File: config.mk
export PLATFORM = sky130hd
export DESIGN_NAME = dasfc_ctrl
export DESIGN_NICKNAME = d
export VERILOG_FILES = /design/src/dasfc_pkg.sv /design/src/dasfc_ctrl.sv /design/src/dasfc_sync.sv /design/src/dasfc_fifo.sv
export SDC_FILE = /design/constraint.sdc
export NUM_CORES = 1
export LEC_CHECK = 0
export BUFFER_PORTS_ARGS = -buffer_cell sky130_fd_sc_hd__buf_2
export CORE_MARGIN = 10
export CORE_UTILIZATION = 45
export CTS_BUF_LIST = sky130_fd_sc_hd__clkbuf_4
export CTS_CLUSTER_SIZE = 40
export DETAILED_ROUTE_END_ITERATION = 12
export GPL_ROUTABILITY_DRIVEN = 0
export PLACE_DENSITY = 0.66
export SYNTH_ARGS = -nofsm -noshare
export SYNTH_HDL_FRONTEND = slang
export SYNTH_SLANG_ARGS = --single-unit
File: constraint.sdc
create_clock -name i_clock -period 2.9 [get_ports i_clock]
set_clock_uncertainty 0.05 [all_clocks]
set_input_delay 0.29 -clock i_clock [delete_from_list [all_inputs] [get_ports i_clock]]
set_output_delay 0.29 -clock i_clock [all_outputs]
set_load 0.05 [all_outputs]
File: src/dasfc_pkg.sv
// constants and carrier types for the dual converter serial frame block
package dasfc_pkg;

  localparam int          RESULT_BITS  = 16;
  localparam int          RAW_BITS     = 18;
  localparam int          EDGE_BITS    = 6;
  localparam int          FIFO_DEPTH   = 4;

  // falling edges needed per frame, per mode
  localparam logic [5:0]  EDGES_LONG_DUAL    = 6'h20;
  localparam logic [5:0]  EDGES_LONG_SINGLE  = 6'h30;
  localparam logic [5:0]  EDGES_SHORT_DUAL   = 6'h10;
  localparam logic [5:0]  EDGES_SHORT_SINGLE = 6'h20;
  localparam logic [5:0]  EDGES_MAX          = 6'h3F;
  // conversion occupies the first 16 serial clock periods
  localparam logic [5:0]  CONV_EDGES         = 6'h10;
  localparam logic [5:0]  SHORT_DATA_START   = 6'h00;

  // only the 16-bit member exists here: short frames are not offered
  localparam logic        SHORT_FRAME_SUPPORTED = 1'b0;

  // configuration word layout
  localparam int          CMD_MSB        = 15;
  localparam int          CMD_LSB        = 12;
  localparam int          PAYLOAD_MSB    = 11;
  localparam int          CFG_SHORT_BIT  = 11;
  localparam int          CFG_SINGLE_BIT = 10;
  localparam logic [3:0]  CMD_WR_CFG     = 4'h8;
  localparam logic [3:0]  CMD_WR_REF_A   = 4'h9;
  localparam logic [3:0]  CMD_WR_REF_B   = 4'hA;

  localparam logic [15:0] CFG_RESET      = 16'h0000;
  localparam logic [15:0] REF_RESET      = 16'h0000;

  // saturation limits of the two's-complement result
  localparam logic signed [17:0] RAW_POS_MAX = 18'sh07FFF;
  localparam logic signed [17:0] RAW_NEG_MIN = 18'sh38000;
  localparam logic [15:0] RES_POS_FULL   = 16'h7FFF;
  localparam logic [15:0] RES_NEG_FULL   = 16'h8000;

  typedef struct packed {
    logic signed [RAW_BITS-1:0] raw_a;
    logic signed [RAW_BITS-1:0] raw_b;
  } dasfc_sample_t;

  typedef struct packed {
    logic [RESULT_BITS-1:0] res_a;
    logic [RESULT_BITS-1:0] res_b;
  } dasfc_result_t;

endpackage : dasfc_pkg

File: src/dasfc_ctrl.sv
// frame-level serial interface of the dual 16-bit converter
//
// Summary of operation
// - A frame runs from frame-select fall to its next rise; data timed by sclk.
// - Enough edges: the frame's write updates registers at frame-select rise.
// - Too few edges: the write is dropped and registers stay unchanged.
// - Long frames convert internally within 16 sclk periods, data follows.
// - 16-bit member offers long frames only; short frames need lower resolution.
// - Long single mode: both results on primary output, secondary stays off.
// - Frame start enables primary output driving 0 during conversion.
// - Single mode: A's MSB on 16th falling edge, then rest of A, then B.
// - After conversion the sample-and-hold returns to sampling.
// - Frame-select rise ends the frame and releases both outputs.
// - Results are 16-bit two's complement, saturating at 8000 and 7FFF.
// - Config words are 16 bits: top nibble command, rest is payload.
`timescale 1ns/1ps
module dasfc_ctrl
  import dasfc_pkg::*;
(
  input  wire logic          i_clock,
  input  wire logic          i_rst,
  input  wire logic          i_frame_select_n,
  input  wire logic          i_sclk,
  input  wire logic          i_sdi,
  input  wire dasfc_sample_t i_sample,
  input  wire logic          i_sample_valid,
  output logic               o_sample_ready,
  output logic               o_primary_serial_out,
  output logic               o_primary_serial_out_oe,
  output logic               o_secondary_serial_out,
  output logic               o_secondary_serial_out_oe,
  output logic               o_sampling,
  output logic [15:0]        o_reference_level_a,
  output logic [15:0]        o_reference_level_b,
  output logic [15:0]        o_configuration_word
);

  function automatic logic [15:0] saturate(logic signed [RAW_BITS-1:0] v);
    if (v > RAW_POS_MAX) begin
      return RES_POS_FULL;
    end else if (v < RAW_NEG_MIN) begin
      return RES_NEG_FULL;
    end
    return v[15:0];
  endfunction : saturate

  // pins: frame select, clock, data in
  logic [2:0]          pins_s;
  logic                fs_n_s;
  logic                sclk_s;
  logic                sdi_s;
  logic                fs_n_prev_ff;
  logic                sclk_prev_ff;
  logic                in_frame_ff;
  logic [5:0]          edges_ff;
  logic [5:0]          nxt_edges;
  logic [15:0]         shift_in_ff;
  dasfc_result_t       res_ff;
  dasfc_result_t       cur_res;
  dasfc_sample_t       fifo_data;
  logic                fifo_valid;
  logic                frame_start;

  dasfc_sync #(
    .WIDTH (3)
  ) u_sync (
    .i_clock       (i_clock),
    .i_rst         (i_rst),
    .i_async       ({i_frame_select_n, i_sclk, i_sdi}),
    .i_reset_value (3'h6),
    .o_sync        (pins_s)
  );

  assign fs_n_s = pins_s[2];
  assign sclk_s = pins_s[1];
  assign sdi_s  = pins_s[0];

  dasfc_fifo #(
    .WIDTH ($bits(dasfc_sample_t)),
    .DEPTH (FIFO_DEPTH)
  ) u_fifo (
    .i_clock (i_clock),
    .i_rst   (i_rst),
    .i_data  (i_sample),
    .i_valid (i_sample_valid),
    .o_ready (o_sample_ready),
    .o_data  (fifo_data),
    .o_valid (fifo_valid),
    .i_ready (frame_start)
  );

  // frame events
  assign frame_start = fs_n_prev_ff & ~fs_n_s;
  wire frame_end   = ~fs_n_prev_ff & fs_n_s & in_frame_ff;
  wire sclk_fall   = sclk_prev_ff & ~sclk_s & in_frame_ff & ~fs_n_s;

  // mode decode from the live configuration
  wire single_mode = o_configuration_word[CFG_SINGLE_BIT];
  wire short_mode  = o_configuration_word[CFG_SHORT_BIT]
                     & SHORT_FRAME_SUPPORTED;
  wire [5:0] need_edges = short_mode
                          ? (single_mode ? EDGES_SHORT_SINGLE
                                         : EDGES_SHORT_DUAL)
                          : (single_mode ? EDGES_LONG_SINGLE
                                         : EDGES_LONG_DUAL);
  wire [5:0] data_start = short_mode ? SHORT_DATA_START : CONV_EDGES;

  assign nxt_edges = (edges_ff == EDGES_MAX) ? edges_ff : edges_ff + 6'h01;

  // short frames shift old data from the frame's first instant
  wire [5:0] bit_edge = frame_start ? 6'h00 : nxt_edges;
  wire [5:0] pos      = bit_edge - data_start;
  wire       in_data  = (bit_edge >= data_start);

  // freshly popped sample is used in the very cycle it is latched
  assign cur_res.res_a = (frame_start & fifo_valid)
                         ? saturate(fifo_data.raw_a) : res_ff.res_a;
  assign cur_res.res_b = (frame_start & fifo_valid)
                         ? saturate(fifo_data.raw_b) : res_ff.res_b;

  // 15 - pos equals ~pos over four bits
  wire bit_a = cur_res.res_a[~pos[3:0]];
  wire bit_b = cur_res.res_b[~pos[3:0]];
  wire nxt_primary = in_data & ((pos < 6'h10) ? bit_a
                     : (single_mode & (pos < 6'h20)) ? bit_b
                     : 1'b0);
  wire nxt_secondary = in_data & (pos < 6'h10) & bit_b;

  // write validation and decode
  wire        write_ok = frame_end & (edges_ff >= need_edges);
  wire [3:0]  cmd      = shift_in_ff[CMD_MSB:CMD_LSB];
  wire [15:0] payload  = {4'h0, shift_in_ff[PAYLOAD_MSB:0]};
  wire        wr_cfg   = write_ok & (cmd == CMD_WR_CFG);
  wire        wr_ref_a = write_ok & (cmd == CMD_WR_REF_A);
  wire        wr_ref_b = write_ok & (cmd == CMD_WR_REF_B);
  wire        conv_done = sclk_fall & ~short_mode & (nxt_edges == CONV_EDGES);

  always_ff @(posedge i_clock) begin
    if (i_rst) begin
      fs_n_prev_ff <= 1'b1;
      sclk_prev_ff <= 1'b1;
    end else begin
      fs_n_prev_ff <= fs_n_s;
      sclk_prev_ff <= sclk_s;
    end
  end

  always_ff @(posedge i_clock) begin
    if (i_rst) begin
      in_frame_ff <= 1'b0;
      edges_ff    <= '0;
      shift_in_ff <= '0;
    end else if (frame_start) begin
      in_frame_ff <= 1'b1;
      edges_ff    <= '0;
      shift_in_ff <= '0;
    end else if (frame_end) begin
      in_frame_ff <= 1'b0;
    end else if (sclk_fall) begin
      edges_ff <= nxt_edges;
      if (edges_ff < 6'h10) begin
        shift_in_ff <= {shift_in_ff[14:0], sdi_s};
      end
    end
  end

  // previous result repeats if the front end has nothing new
  always_ff @(posedge i_clock) begin
    if (i_rst) begin
      res_ff <= '0;
    end else if (frame_start) begin
      res_ff <= cur_res;
    end
  end

  always_ff @(posedge i_clock) begin
    if (i_rst) begin
      o_sampling <= 1'b1;
    end else if (frame_start) begin
      o_sampling <= 1'b0;
    end else if (conv_done | frame_end) begin
      o_sampling <= 1'b1;
    end
  end

  always_ff @(posedge i_clock) begin
    if (i_rst) begin
      o_primary_serial_out      <= 1'b0;
      o_primary_serial_out_oe   <= 1'b0;
      o_secondary_serial_out    <= 1'b0;
      o_secondary_serial_out_oe <= 1'b0;
    end else if (frame_start | sclk_fall) begin
      o_primary_serial_out      <= nxt_primary;
      o_primary_serial_out_oe   <= 1'b1;
      o_secondary_serial_out    <= ~single_mode & nxt_secondary;
      o_secondary_serial_out_oe <= ~single_mode;
    end else if (frame_end) begin
      o_primary_serial_out      <= 1'b0;
      o_primary_serial_out_oe   <= 1'b0;
      o_secondary_serial_out    <= 1'b0;
      o_secondary_serial_out_oe <= 1'b0;
    end
  end

  // registers change only when the frame closes
  always_ff @(posedge i_clock) begin
    if (i_rst) begin
      o_configuration_word <= CFG_RESET;
      o_reference_level_a  <= REF_RESET;
      o_reference_level_b  <= REF_RESET;
    end else begin
      if (wr_cfg) begin
        o_configuration_word <= payload;
      end
      if (wr_ref_a) begin
        o_reference_level_a <= payload;
      end
      if (wr_ref_b) begin
        o_reference_level_b <= payload;
      end
    end
  end
endmodule : dasfc_ctrl

File: src/dasfc_sync.sv
// two flip-flop synchroniser for a group of pin inputs
`timescale 1ns/1ps
module dasfc_sync #(
  parameter int WIDTH = 1
) (
  input  wire logic             i_clock,
  input  wire logic             i_rst,
  input  wire logic [WIDTH-1:0] i_async,
  input  wire logic [WIDTH-1:0] i_reset_value,
  output logic      [WIDTH-1:0] o_sync
);
  logic [WIDTH-1:0] meta_ff;

  // reset value is a constant at every instance
  always_ff @(posedge i_clock) begin
    if (i_rst) begin
      meta_ff <= i_reset_value;
      o_sync  <= i_reset_value;
    end else begin
      meta_ff <= i_async;
      o_sync  <= meta_ff;
    end
  end
endmodule : dasfc_sync

File: src/dasfc_fifo.sv
// small sample fifo with valid/ready on both sides
`timescale 1ns/1ps
module dasfc_fifo #(
  parameter int WIDTH = 8,
  parameter int DEPTH = 4
) (
  input  wire logic             i_clock,
  input  wire logic             i_rst,
  input  wire logic [WIDTH-1:0] i_data,
  input  wire logic             i_valid,
  output logic                  o_ready,
  output logic      [WIDTH-1:0] o_data,
  output logic                  o_valid,
  input  wire logic             i_ready
);
  localparam int PW = $clog2(DEPTH);
  localparam logic [PW:0] FULL_COUNT = (PW+1)'(DEPTH);
  localparam logic [PW-1:0] LAST_PTR = PW'(DEPTH - 1);

  logic [WIDTH-1:0] mem_ff [DEPTH];
  logic [PW-1:0]    wr_ptr_ff;
  logic [PW-1:0]    rd_ptr_ff;
  logic [PW:0]      count_ff;
  logic [PW:0]      nxt_count;

  wire push = i_valid & o_ready;
  wire pop  = o_valid & i_ready;

  assign o_valid   = (count_ff != '0);
  assign o_data    = mem_ff[rd_ptr_ff];
  assign nxt_count = count_ff + (PW+1)'(push) - (PW+1)'(pop);

  always_ff @(posedge i_clock) begin
    if (push) begin
      mem_ff[wr_ptr_ff] <= i_data;
    end
  end

  always_ff @(posedge i_clock) begin
    if (i_rst) begin
      wr_ptr_ff <= '0;
      rd_ptr_ff <= '0;
      count_ff  <= '0;
      o_ready   <= 1'b1;
    end else begin
      if (push) begin
        wr_ptr_ff <= (wr_ptr_ff == LAST_PTR) ? '0 : wr_ptr_ff + 1'b1;
      end
      if (pop) begin
        rd_ptr_ff <= (rd_ptr_ff == LAST_PTR) ? '0 : rd_ptr_ff + 1'b1;
      end
      count_ff <= nxt_count;
      o_ready  <= (nxt_count != FULL_COUNT);
    end
  end
endmodule : dasfc_fifo

==> reports/metrics.csv <==
stage,metric,value,unit
route,drt-initial-drc-count,414,
timing,relSlewSlack,0.484,
synthesis,avgSynthCellArea,12.4,µm²
outcome,status,"complete, no violations",
global_routing,gr-usage-all-layers,0.151,
synthesis,synth-edff-count,144,
route,via_count,7080,
floorplan,start_util,0.461,
route,postRouteAntennaNets,0,
timing,maxSlewViolCount,0,
global_routing,grt_max_degree,41,
route,drt-total-wl,22700,µm
power_and_ir_drop,leakagePower,4.82,nW
cts,cts_buffers,68,
critical_path,end_kind,flop,
global_routing,grt_pass1_wl,37600,µm
cts,cts.clk_slew.worst_paths,0.06,ns
floorplan,io_pins,96,
floorplan,fp.dieH,173,µm
route,drc,0,
timing,fin_crit_sh,0.929,
synthesis,ys_seq_area_frac,0.629,
timing,whs,0.135,ns
synthesis,async_flop_share,0,
synthesis,synthesis.area,0.0105,mm²
cts,clock_path_buffers,3,
timing,max_freq,371,MHz
layout,fill_cells,1943,
placement,post-dp-hpwl,14800,µm
power_and_ir_drop,ir_worst_vdd,0.485,mV
cts,cts_tree,yes,
layout,layout-drive-gt1-share,0.256,
critical_path,start_kind,flop,
synthesis,ys.flop_type,edfxtp_1,
floorplan,dieWidth,173,µm
route,post_drt_wl_per_cell,16.4,µm
placement,dpl_cell_area,0.0113,mm²
floorplan,core-area,0.0228,mm²
layout,regArea,0.00661,mm²
layout,multi_input_area,0.00358,mm²
critical_path,worstSetupPathType,reg -> reg,
layout,final_nets,1085,
critical_path,worstPathRequired,3.39,ns
timing,finalHoldViolations,0,
layout,area_delta_synth_final,20.4,%
timing,min_period,2.69,ns
floorplan,die_area,0.0298,mm²
global_routing,antenna_found_initial,1,
job,max_cap_violations,0,
power_and_ir_drop,power-per-cell-area,676,mW/mm²
timing,worstMarginPinSlew,0.774,ns
global_routing,grt_pass1_vias,7308,
synthesis,yosys_register_bits,258,
worst_hold_path,min_path_type,in -> reg,
cts,clkSinkCount,258,
layout,final_cell_area,0.0126,mm²
timing,setup_viol,0,
cts,clock_latency,0.65,ns
route,viasPerCell,5.10,
cts,root_buffer,clkbuf_4,
critical_path,cp_max_fo,6,
synthesis,synth.distinct_cells,60,
floorplan,rows,55,
synthesis,yosys_warnings,0,
global_routing,grt_overflow,0,
timing,rsz0062_at_grt,false,
placement,port_buffers,83,
cts,cts.htree.levels,3,
timing,setup_tns,0,ns
critical_path,cp.arrival,3.19,ns
route,dr.pass1.iters,5,
synthesis,syn_inst,848,
-- path summary, 6_finish.rpt --
kind | to | start | slack, ns | depth (start not counted)
max | o_primary_serial_out | flop | 0.21 | 8
max reg2reg | o_primary_serial_out | flop | 0.21 | 8
min reg2reg | u_sync.o_sync[2] | u_sync.meta_ff[2] | 0.36 | 1
min | o_configuration_word[10] | i_rst | 0.14 | 2
-- cells by family after synthesis --
kind of cell    Yosys count  share of synthesized area
flops                   258                      0.629
other cells               1                   0.000357
buf+inv                  79                     0.0349
fa+ha+maj                14                     0.0174
compound gates          149                     0.0872
mux                      77                      0.117
simple gates            265                      0.109
xor+xnor                  5                    0.00417
-- cell usage after synthesis (all sizes together) (7+ instances only) --
cell type | n | share of area
buf | 29 | 0.017
inv | 19 | 0.0068
nor3 | 13 | 0.0062
o21ai | 32 | 0.015
ha | 13 | 0.015
dfxtp | 114 | 0.22
nand2 | 107 | 0.038
mux4 | 36 | 0.078
clkbuf | 30 | 0.011
mux2i | 40 | 0.038
and2 | 7 | 0.0042
a21oi | 62 | 0.030
o211ai | 11 | 0.0079
edfxtp | 144 | 0.41
nand3 | 15 | 0.0071
a221oi | 7 | 0.0070
nor2 | 88 | 0.031
-- state kept, by name, summed over array words and instances, names as in the netlist, named ones only --
name                       cells
u_sync.o_sync                  3
shift_in_ff                   16
u_fifo.mem_ff                144
o_sampling                     1
u_fifo.wr_ptr_ff               2
o_reference_level_b           12
o_configuration_word          12
sclk_prev_ff                   1
o_secondary_serial_out_oe      1
o_primary_serial_out           1
u_fifo.rd_ptr_ff               2
o_secondary_serial_out         1
u_fifo.o_ready                 1
u_sync.meta_ff                 3
in_frame_ff                    1
o_reference_level_a           12
o_primary_serial_out_oe        1
res_ff                        32
u_fifo.count_ff                3
fs_n_prev_ff                   1
edges_ff                       6
-- cells in the final DEF, fill, tap and decap left out, types with 3 or more instances in the layout --
master and instances:
nand2b_1 4, and2_1 6, nand3b_1 3, clkbuf_4 99, dlygate4sd3_1 40, or2_2 6, bufinv_16 3, o22ai_1 3
inv_1 19, inv_2 3, mux4_1 3, nor2b_1 4, xnor2_1 3, conb_1 12, and3_1 5, o21a_1 4
o21bai_1 3, a21oi_1 61, o21ai_0 31, mux2i_1 40, nand3_1 15, o211ai_1 11, ha_1 12, a31oi_1 4
mux4_2 33, buf_4 36, nor3_1 13, edfxtp_1 144, clkinv_1 10, a22oi_1 3, or3_1 6, buf_2 83
a221oi_1 5, dfxtp_1 113, nor2_1 88, nand2_1 107
-- timing repair --
item,4_1_cts,5_1_grt
resized for setup,0,4
endpoints found under the hold margin,149,0
setup buffers,0,3
hold buffers,40,0
setup endpoints to repair,0,1
-- metrics by stage --
stage                     worst slack, ns  instances   util  power, W
final                               0.206       1389  0.555   0.00854
after global routing               0.0120       1389  0.555   0.00899
after CTS                           0.160       1385  0.553   0.00866
after detailed placement            0.174       1229  0.497   0.00534
after global placement              0.257       1229  0.497   0.00532
after floorplan                     0.167        859      -   0.00503
-- layer usage --
metal	up-vias	track usage	routed length, µm
li1	3468	-	-
met1	3368	0.192	9960
met2	204	0.240	10900
met3	40	0.0399	1410
met4	0	0.0604	474
met5	-	0	0
-- cell type report --
class,instances,share of cell area
tap,313,0.0310
clock buffer,99,0.0588
inverter,20,0.00594
sequential,258,0.523
multi-input combinational,522,0.283
timing repair buffer,159,0.0859
antenna,1,0.000198
clock inverter,17,0.0120
-- critical path: stages, from the launching register on --
cell and delay [ns]:
dfxtp_2 0.40, mux4_2 0.56, and3_4 0.23, a221oi_2 0.28, nand2_1 0.10, a221oi_2 0.24
a31oi_1 0.06, or4_1 0.50, a32oi_1 0.17
-- power breakdown --
| group | internal (W) | switching (W) | leakage [nW] |
|---|---|---|---|
| sequential | 0.00415 | 0.0000870 | 2.24 |
| clock | 0.00183 | 0.00141 | 0.529 |
| combinational | 0.000416 | 0.000650 | 2.04 |
Power figures use the tool's default switching activity.
